==> src/logic/pmu_consts.svh <==
// Offsets, field positions, reset values and counts of the power management unit
`ifndef PMU_CONSTS_SVH
`define PMU_CONSTS_SVH

// Register addresses on the special function bus
`define PMU_ADDR_POWER_CONTROL 8'h87
`define PMU_ADDR_CONFIG 8'hb5
`define PMU_ADDR_FLAGS 8'hce
`define PMU_ADDR_OUTPUT_MODE 8'hcf

// Power control fields
`define PMU_PC_USER_MSB 7
`define PMU_PC_USER_LSB 2
`define PMU_PC_STOP_BIT 1
`define PMU_PC_IDLE_BIT 0

// Configuration fields
`define PMU_CF_SLEEP_BIT 7
`define PMU_CF_SUSPEND_BIT 6
`define PMU_CF_CLEAR_BIT 5
`define PMU_CF_RST_WAKE_BIT 4
`define PMU_CF_SRC_MSB 3
`define PMU_CF_SRC_LSB 1

// Flag register fields
`define PMU_FL_SRC_MSB 1
`define PMU_FL_SRC_LSB 0

// Output mode fields
`define PMU_MD_RTC_OE_BIT 7
`define PMU_MD_WAKE_OE_BIT 6

// Wake vector positions
`define PMU_WK_CAP_SENSE 0
`define PMU_WK_SERIAL_SLAVE 1
`define PMU_WK_PORT_MATCH 2
`define PMU_WK_RTC_ALARM 3
`define PMU_WK_RTC_FAIL 4
`define PMU_WK_RESET_PIN 5
`define PMU_WK_COUNT 6

// Reset values
`define PMU_RST_BYTE 8'h00
`define PMU_RST_WAKE 6'h00

// Flags read as zero for this many clocks after leaving suspend
`define PMU_SUSPEND_BLANK_CLKS 2'h2

`endif

==> src/logic/pmu_pkg.sv <==
// Types shared by the power management unit files
`default_nettype none
package pmu_pkg;
	typedef logic [7:0] sfr_byte_t;
	typedef logic [5:0] wake_vec_t;
	typedef enum logic [1:0] {ST_ACTIVE, ST_SUSPEND, ST_SLEEP} power_state_t;
endpackage
`default_nettype wire

==> src/logic/pmu_event_sync.sv <==
// Two-stage synchroniser with rising edge detect for the wake event pins
`default_nettype none
`include "pmu_consts.svh"
module pmu_event_sync (
	// Clock, reset, enable
	input wire logic clock,
	input wire logic sys_rst,
	input wire logic clk_en,
	// Raw pins, bit 6 is the buffered oscillator
	input wire logic [6:0] pin_in,
	// Synchronised level and rising edge pulse
	output logic [6:0] level_q,
	output logic [6:0] rise_q
);
	logic [6:0] meta_q; // First stage, read only by level_q
	logic [6:0] last_q; // Previous level for edge detect

	// Synchroniser chain
	always_ff @(posedge clock or posedge sys_rst) begin
		if (sys_rst) begin
			meta_q <= 7'h00;
			level_q <= 7'h00;
		end else if (clk_en) begin
			meta_q <= pin_in;
			level_q <= meta_q;
		end
	end

	// Edge detect on the settled level
	always_ff @(posedge clock or posedge sys_rst) begin
		if (sys_rst) begin
			last_q <= 7'h00;
			rise_q <= 7'h00;
		end else if (clk_en) begin
			last_q <= level_q;
			rise_q <= level_q & ~last_q;
		end
	end
endmodule
`default_nettype wire

==> src/logic/pmu_wake_flags.sv <==
// Sticky wake flags with group clear and read blanking
`default_nettype none
`include "pmu_consts.svh"
module pmu_wake_flags
	import pmu_pkg::*;
(
	// Clock, reset, enable
	input wire logic clock,
	input wire logic sys_rst,
	input wire logic clk_en,
	// Event pulses and clear strobe
	input wire pmu_pkg::wake_vec_t set_pulse,
	input wire logic clear_all,
	input wire logic blank,
	// Stored flags and software view
	output pmu_pkg::wake_vec_t flags_q,
	output pmu_pkg::wake_vec_t view
);
	// Set wins over a clear in the same cycle
	always_ff @(posedge clock or posedge sys_rst) begin
		if (sys_rst) begin
			flags_q <= `PMU_RST_WAKE;
		end else if (clk_en) begin
			flags_q <= (clear_all ? `PMU_RST_WAKE : flags_q) | set_pulse; // see RULE23
		end
	end

	// Flags hidden while the post-suspend settling runs
	assign view = blank ? `PMU_RST_WAKE : flags_q; // see RULE18
endmodule
`default_nettype wire

==> src/logic/power_mgmt_unit.sv <==
// Power mode control, wake source flags and pin routing of the power management unit
//
// Functional notes
// RULE1 - Six firmware flags, bits 7..2, reset zero
// RULE2 - Stop bit write enters stop; reads zero
// RULE3 - Idle bit write enters idle; reads zero
// RULE4 - Config bit 7 write enters sleep
// RULE5 - Config bit 6 write enters suspend
// RULE6 - Config bit 5 write clears all flags
// RULE7 - Reset pin glitch sets flag bit 4
// RULE8 - Bit 3: oscillator fail flag/enable
// RULE9 - Bit 2: alarm flag/enable
// RULE10 - Config bit 1: port match flag/enable
// RULE11 - Flag reg bit 1: serial slave flag/enable
// RULE12 - Flag reg bit 0: capacitive sense flag/enable
// RULE13 - Software writes reserved bits as reset value
// RULE14 - Software avoids read-modify-write on config
// RULE15 - Software re-enables sources each low-power entry
// RULE16 - Any flag set blocks entry, oscillator on
// RULE17 - Software clears flags after reset and wake
// RULE18 - Flags read zero two clocks after suspend
// RULE19 - Mode bit 7 gates oscillator out pin
// RULE20 - Mode bit 6 gates wake request pin
// RULE21 - Flags always update, enabled or not
// RULE22 - Enables written with the mode-select write
// RULE23 - Flags sticky until clear or reset
`default_nettype none
`include "pmu_consts.svh"
module power_mgmt_unit
	import pmu_pkg::*;
(
	// Clock, reset, enable
	input wire logic clock,
	input wire logic sys_rst,
	input wire logic clk_en,
	// Special function register port
	input wire pmu_pkg::sfr_byte_t sfr_addr,
	input wire logic sfr_wr,
	input wire pmu_pkg::sfr_byte_t sfr_wdata,
	input wire logic sfr_rd,
	output pmu_pkg::sfr_byte_t sfr_rdata,
	// Wake event pins, asynchronous
	input wire logic reset_pin_glitch,
	input wire logic rtc_osc_fail,
	input wire logic rtc_alarm,
	input wire logic port_match,
	input wire logic serial_slave_event,
	input wire logic cap_sense_event,
	// Buffered oscillator from the clock block, asynchronous
	input wire logic rtc_osc_buf,
	// Mode requests to the core
	output logic stop_req,
	output logic idle_req,
	output logic suspend_mode,
	output logic sleep_mode,
	output logic lp_osc_keep_on,
	// Port pin drives
	output logic rtc_clock_out,
	output logic wake_request_out
);
	pmu_pkg::wake_vec_t wake_pins; // Event pins gathered
	logic [6:0] sync_level; // Synchronised pin levels
	logic [6:0] sync_rise; // Synchronised rising edges
	pmu_pkg::wake_vec_t flag_set; // New events this cycle
	pmu_pkg::wake_vec_t flags; // Stored wake flags
	pmu_pkg::wake_vec_t flag_view; // Flags as software sees them
	pmu_pkg::wake_vec_t enable_q; // Wake source enables
	logic [5:0] user_flags_q; // Firmware scratch bits
	logic rtc_clock_oe_q; // Oscillator output enable
	logic wake_request_oe_q; // Wake request output enable
	logic [1:0] blank_q; // Post-suspend read blank counter
	logic clear_pulse; // Group clear strobe
	logic wake_hit; // Wake condition while asleep
	logic flags_busy; // Any flag set
	logic wr_pc; // Write to power control
	logic wr_cf; // Write to configuration
	logic wr_fl; // Write to flag register
	logic wr_md; // Write to output mode
	power_state_t state_q; // Current power state
	power_state_t state_d; // Next power state
	pmu_pkg::sfr_byte_t rdata_d; // Read mux result

	// Address match for a write strobe
	function automatic logic write_hit(input pmu_pkg::sfr_byte_t addr, input logic wr,
			input pmu_pkg::sfr_byte_t target);
		write_hit = wr && (addr == target);
	endfunction

	// Register write decode
	assign wr_pc = write_hit(sfr_addr, sfr_wr, `PMU_ADDR_POWER_CONTROL);
	assign wr_cf = write_hit(sfr_addr, sfr_wr, `PMU_ADDR_CONFIG);
	assign wr_fl = write_hit(sfr_addr, sfr_wr, `PMU_ADDR_FLAGS);
	assign wr_md = write_hit(sfr_addr, sfr_wr, `PMU_ADDR_OUTPUT_MODE);

	// Gather event pins into the wake vector order
	always_comb begin
		wake_pins = `PMU_RST_WAKE;
		wake_pins[`PMU_WK_CAP_SENSE] = cap_sense_event;
		wake_pins[`PMU_WK_SERIAL_SLAVE] = serial_slave_event;
		wake_pins[`PMU_WK_PORT_MATCH] = port_match;
		wake_pins[`PMU_WK_RTC_ALARM] = rtc_alarm;
		wake_pins[`PMU_WK_RTC_FAIL] = rtc_osc_fail;
		wake_pins[`PMU_WK_RESET_PIN] = reset_pin_glitch;
	end

	// Pins cross into the system clock before any logic uses them
	pmu_event_sync u_sync (
		.clock(clock),
		.sys_rst(sys_rst),
		.clk_en(clk_en),
		.pin_in({rtc_osc_buf, wake_pins}),
		.level_q(sync_level),
		.rise_q(sync_rise)
	);

	// Every event sets its flag whatever the enables say
	assign flag_set = sync_rise[5:0]; // see RULE21 see RULE7

	// Group clear from the configuration register
	assign clear_pulse = wr_cf && sfr_wdata[`PMU_CF_CLEAR_BIT]; // see RULE6

	// Sticky flag storage
	pmu_wake_flags u_flags (
		.clock(clock),
		.sys_rst(sys_rst),
		.clk_en(clk_en),
		.set_pulse(flag_set),
		.clear_all(clear_pulse),
		.blank(blank_q != 2'h0),
		.flags_q(flags),
		.view(flag_view)
	);

	// Any flag blocks deep modes and holds the oscillator
	assign flags_busy = |flags; // see RULE16

	// Enabled source or reset pin ends suspend and sleep
	assign wake_hit = |(flag_set & enable_q) || flag_set[`PMU_WK_RESET_PIN];

	// Firmware scratch bits in power control
	always_ff @(posedge clock or posedge sys_rst) begin
		if (sys_rst) begin
			user_flags_q <= 6'h00;
		end else if (clk_en && wr_pc) begin
			user_flags_q <= sfr_wdata[`PMU_PC_USER_MSB:`PMU_PC_USER_LSB]; // see RULE1
		end
	end

	// Stop and idle requests, one clock pulse each
	always_ff @(posedge clock or posedge sys_rst) begin
		if (sys_rst) begin
			stop_req <= 1'b0;
			idle_req <= 1'b0;
		end else if (clk_en) begin
			stop_req <= wr_pc && sfr_wdata[`PMU_PC_STOP_BIT]; // see RULE2
			idle_req <= wr_pc && sfr_wdata[`PMU_PC_IDLE_BIT]; // see RULE3
		end
	end

	// Wake source enables, written from both registers
	always_ff @(posedge clock or posedge sys_rst) begin
		if (sys_rst) begin
			enable_q <= `PMU_RST_WAKE;
		end else if (clk_en) begin
			if (state_q != ST_ACTIVE && state_d == ST_ACTIVE) begin
				// Enables spent on wake, software arms them again
				enable_q <= `PMU_RST_WAKE; // see RULE15
			end else begin
				if (wr_cf) begin
					// Write sets enables, a read would show flags
					enable_q[`PMU_WK_RTC_FAIL] <= sfr_wdata[3]; // see RULE8
					enable_q[`PMU_WK_RTC_ALARM] <= sfr_wdata[2]; // see RULE9
					enable_q[`PMU_WK_PORT_MATCH] <= sfr_wdata[1]; // see RULE10
				end
				if (wr_fl) begin
					enable_q[`PMU_WK_SERIAL_SLAVE] <= sfr_wdata[1]; // see RULE11
					enable_q[`PMU_WK_CAP_SENSE] <= sfr_wdata[0]; // see RULE12
				end
			end
		end
	end

	// Next power state
	always_comb begin
		state_d = state_q;
		case (state_q)
			ST_ACTIVE: begin
				// Entry refused while any flag is up
				if (wr_cf && !flags_busy && !clear_pulse) begin // see RULE16
					if (sfr_wdata[`PMU_CF_SLEEP_BIT]) begin
						state_d = ST_SLEEP; // see RULE4
					end else if (sfr_wdata[`PMU_CF_SUSPEND_BIT]) begin
						state_d = ST_SUSPEND; // see RULE5
					end
				end
			end
			ST_SUSPEND: begin
				// Leave on an enabled event
				if (wake_hit) begin
					state_d = ST_ACTIVE;
				end
			end
			ST_SLEEP: begin
				// Leave on an enabled event
				if (wake_hit) begin
					state_d = ST_ACTIVE;
				end
			end
			default: begin
				state_d = ST_ACTIVE;
			end
		endcase
	end

	// Power state register
	always_ff @(posedge clock or posedge sys_rst) begin
		if (sys_rst) begin
			state_q <= ST_ACTIVE;
		end else if (clk_en) begin
			state_q <= state_d;
		end
	end

	// Blank counter started on leaving suspend
	always_ff @(posedge clock or posedge sys_rst) begin
		if (sys_rst) begin
			blank_q <= 2'h0;
		end else if (clk_en) begin
			if (state_q == ST_SUSPEND && state_d == ST_ACTIVE) begin
				blank_q <= `PMU_SUSPEND_BLANK_CLKS; // see RULE18
			end else if (blank_q != 2'h0) begin
				blank_q <= blank_q - 2'h1;
			end
		end
	end

	// Mode status and oscillator hold
	always_ff @(posedge clock or posedge sys_rst) begin
		if (sys_rst) begin
			suspend_mode <= 1'b0;
			sleep_mode <= 1'b0;
			lp_osc_keep_on <= 1'b0;
		end else if (clk_en) begin
			suspend_mode <= (state_d == ST_SUSPEND);
			sleep_mode <= (state_d == ST_SLEEP);
			lp_osc_keep_on <= flags_busy || (|flag_set); // see RULE16
		end
	end

	// Pin output enables in the output mode register
	always_ff @(posedge clock or posedge sys_rst) begin
		if (sys_rst) begin
			rtc_clock_oe_q <= 1'b0;
			wake_request_oe_q <= 1'b0;
		end else if (clk_en && wr_md) begin
			rtc_clock_oe_q <= sfr_wdata[`PMU_MD_RTC_OE_BIT];
			wake_request_oe_q <= sfr_wdata[`PMU_MD_WAKE_OE_BIT];
		end
	end

	// Gated pin drives, registered
	always_ff @(posedge clock or posedge sys_rst) begin
		if (sys_rst) begin
			rtc_clock_out <= 1'b0;
			wake_request_out <= 1'b0;
		end else if (clk_en) begin
			rtc_clock_out <= rtc_clock_oe_q && sync_level[6]; // see RULE19
			wake_request_out <= wake_request_oe_q && (state_q == ST_SLEEP)
				&& wake_hit; // see RULE20
		end
	end

	// Read mux, command and reserved bits read zero
	always_comb begin
		rdata_d = `PMU_RST_BYTE;
		case (sfr_addr)
			`PMU_ADDR_POWER_CONTROL: begin
				rdata_d = {user_flags_q, 2'b00}; // see RULE2 see RULE3
			end
			`PMU_ADDR_CONFIG: begin
				rdata_d = {3'b000, flag_view[`PMU_WK_RESET_PIN],
					flag_view[`PMU_WK_RTC_FAIL], flag_view[`PMU_WK_RTC_ALARM],
					flag_view[`PMU_WK_PORT_MATCH], 1'b0};
			end
			`PMU_ADDR_FLAGS: begin
				rdata_d = {6'h00, flag_view[`PMU_WK_SERIAL_SLAVE],
					flag_view[`PMU_WK_CAP_SENSE]};
			end
			`PMU_ADDR_OUTPUT_MODE: begin
				rdata_d = {rtc_clock_oe_q, wake_request_oe_q, 6'h00};
			end
			default: begin
				rdata_d = `PMU_RST_BYTE;
			end
		endcase
	end

	// Read data captured on the read strobe
	always_ff @(posedge clock or posedge sys_rst) begin
		if (sys_rst) begin
			sfr_rdata <= `PMU_RST_BYTE;
		end else if (clk_en && sfr_rd) begin
			sfr_rdata <= rdata_d;
		end
	end
endmodule
`default_nettype wire

==> config.mk <==
export PLATFORM = sky130hd
export DESIGN_NAME = power_mgmt_unit
export DESIGN_NICKNAME = d
export VERILOG_FILES = /design/src/logic/pmu_pkg.sv /design/src/logic/pmu_event_sync.sv /design/src/logic/pmu_wake_flags.sv /design/src/logic/power_mgmt_unit.sv
export VERILOG_INCLUDE_DIRS = /design/src /design/src/logic
export SDC_FILE = /design/constraint.sdc
export NUM_CORES = 1
export LEC_CHECK = 0
export ABC_AREA = 1
export BUFFER_PORTS_ARGS = -buffer_cell sky130_fd_sc_hd__buf_2
export CORE_MARGIN = 3
export CORE_UTILIZATION = 51
export DETAILED_ROUTE_END_ITERATION = 12
export GPL_TIMING_DRIVEN = 0
export PLACE_DENSITY = 0.75
export SLEW_MARGIN = 20
export SYNTH_ARGS = -nofsm -noshare
export SYNTH_HDL_FRONTEND = slang
export SYNTH_HIERARCHICAL = 1
export SYNTH_SLANG_ARGS = --single-unit
==> constraint.sdc <==
create_clock -name clock -period 1.4 [get_ports clock]
set_input_delay 0.07 -clock clock [delete_from_list [all_inputs] [get_ports clock]]
set_output_delay 0.07 -clock clock [all_outputs]
set_load 0.02 [all_outputs]
==> flow_metrics.tcl <==
set metrics [dict create \
    antenna_cells 0 \
    met2_usage_pct 33.2 \
    fin_cells 508 \
    fin_tns_setup_ps -2370 \
    holdPathEnd "enable_q[1]" \
    dp_slack_ps -258 \
    reg2regPathDepth 12 \
    fin_ws_ps -313 \
    avgSynthCellArea_um2 8.56 \
    fmax_ghz 0.584 \
    io_buffers 42 \
    hpwl_mm 4.41 \
    worstReg2RegStart "u_flags/flags_q[5]" \
    worstHoldPathCells 3 \
    cp-start-kind "flip-flop" \
    ir_drop_mv 0.842 \
    setup-violations-final 11 \
    start_util_pct 53.7 \
    p_per_area_nw_per_um2 1170 \
    p_total_mw 4.52 \
    grt_max_degree 33 \
    switchingPower_mw 1.22 \
    clk_latency_ps 330 \
    drtPass1Iterations 4 \
    hold_start "sfr_wdata[1]" \
    yosysWarnings 6 \
    worstPathArrival_ps 1920 \
    end_kind "flip-flop" \
    p_clk_share_pct 36.6 \
    layout_commonest_cell "nand2_1" \
    synth_fp_nets 385 \
    leakage_nw 2.05 \
    nets 465 \
    final_max_slew_viol_count 0 \
    worst-path-max-fanout 5 \
    numCtsBuffers 9 \
    seqPwrFrac_pct 46.2 \
    worstPathRequired_ps 1610 \
    syn-instance-count 352 \
    antenna_found_initial 0 \
    io_pins 43 \
    swShare_pct 27.1 \
    die_h_um 82.9 \
    internal-power_mw 3.30 \
    r2r_slack_ps -310 \
    crit_type "reg -> reg" \
    finalCritPeriodShare_pct 122 \
    wl_per_cell_um 13.0 \
    violations "negative setup slack" \
    rsz0062_at_grt "true" \
    first_iter_violations 163 \
    ctsRootBufferMaster "clkbuf_8" \
    top_usage_layer "met2" \
    dieArea_um2 6870 \
    cts_tree "built" \
    ant_nets 0 \
    outcome "finished, violations left" \
    vias 2484 \
    clock_sinks 64 \
    cap_violations 0 \
    route.detailed.drc 0 \
    place_inst 466 \
    grt_use_met1_pct 25.1 \
    grt_pass1_wl_mm 11.3 \
    hold_violations 0 \
    finClkSkew_ps 7.98 \
    met3_usage_pct 5.16 \
    core_area_um2 5610 \
    overflow 0 \
    cts_buffer_depth 2 \
    fp.dieW_um 82.9 \
    slew_headroom_pct 35.4 \
    clk_pin_slew_ps 70 \
    hp-class "in -> reg" \
    routed_wl_mm 6.62 \
    period_needed_ps 1710 \
    max_slew.worst_pin.slew_ps 968 \
    drt-vias-per-instance 4.89 \
    combPwrFrac_pct 17.2 \
    timing.rr.end "blank_q[0]" \
    grt_pass1_vias 2519 \
    routabilityCongestion 0.874 \
    holdWs_ps 5.76 \
    final_cell_mix "nand2_1, dfrtp_1, buf_2, inv_1, o21ai_0" \
    cts_max_level 3 \
    rows 27 \
    grt_usage_pct 20.2 \
    fillerInstances 461 \
    synthToLayoutAreaGrowth_pct 27.8 \
    layout-drive-gt1-share_pct 28.2 \
    synthesis.area_um2 3010 \
]
## state kept, by name, indices dropped and copies added, names as in the netlist, 2 cells and up
name and count:
state_q 2, u_sync/meta_q 7, user_flags_q 6, u_flags/flags_q 6, u_sync/last_q 6, u_sync/level_q 7, blank_q 2, u_sync/rise_q 6
enable_q 5, sfr_rdata 8
## area by class of cell
class	count	area, um2	area share (%)
multi-input cells	238	1280	33.1
well taps	72	90.1	2.34
repair buffers	69	448	11.6
clock inverters	4	70.1	1.82
clock buffers	11	131	3.41
flip-flops and latches	64	1600	41.6
inverters	41	154	4.00
plain buffers	9	78.8	2.05
## critical path, cell delays in order (launching register included)
cell and delay (ps):
dfrtp_1 420, nor2_4 140, nand4_1 140, nor2_4 160, a21oi_2 70, nand2_1 90, nand2_2 80, nand2_4 130
nand3_4 100, nand2_4 80, nand2_4 50, nand2_1 70, nand2_1 60
## worst max path at each step
stage	cells after the start	from	end	slack (ps)
2_1_floorplan	12	u_flags/flags_q[1]	blank_q[0]	-30
3_3_place_gp	8	sfr_addr[6]	user_flags_q[1]	-240
3_5_place_dp	8	sfr_addr[6]	user_flags_q[2]	-260
4_1_cts	13	u_flags/flags_q[1]	enable_q[2]	-220
5_1_grt	12	u_flags/flags_q[5]	blank_q[0]	-390
6_report	12	u_flags/flags_q[5]	blank_q[0]	-310
## stage by stage
step	area (um2)	util [%]
floorplan	3010	-
global placement	3310	59.1
detailed placement	3310	59.1
CTS	3770	67.2
global route	3850	68.7
finish	3850	68.7
## what timing repair did
| item | 4_1_cts | 5_1_grt |
|---|---|---|
| hold endpoints to repair | 56 | 0 |
| resized for setup | 9 | 20 |
| buffers inserted | 10 | 3 |
| setup endpoints to repair | 14 | 20 |
| pin swaps | 5 | 7 |
| hold buffers | 14 | 0 |
## power by group through the flow
stage / logic [mW] / clock network, mW / registers (mW)
4_1_cts: 0.683 / 1.68 / 2.08
5_1_grt: 0.885 / 1.78 / 2.11
3_5_place_dp: 0.618 / 0 / 2.12
6_report: 0.778 / 1.65 / 2.09
3_3_place_gp: 0.591 / 0 / 2.11
2_1_floorplan: 0.450 / 0 / 2.10
## metal layers
layer | share of wire, % | routed length, um | vias to the layer above
met5 | 0 | 0 | -
met4 | 1.5 | 98 | 0
met3 | 5.3 | 350 | 12
met2 | 48 | 3180 | 69
met1 | 45 | 3000 | 1136
li1 | - | - | 1267
Note: power is estimated with default switching activity, not from simulation.
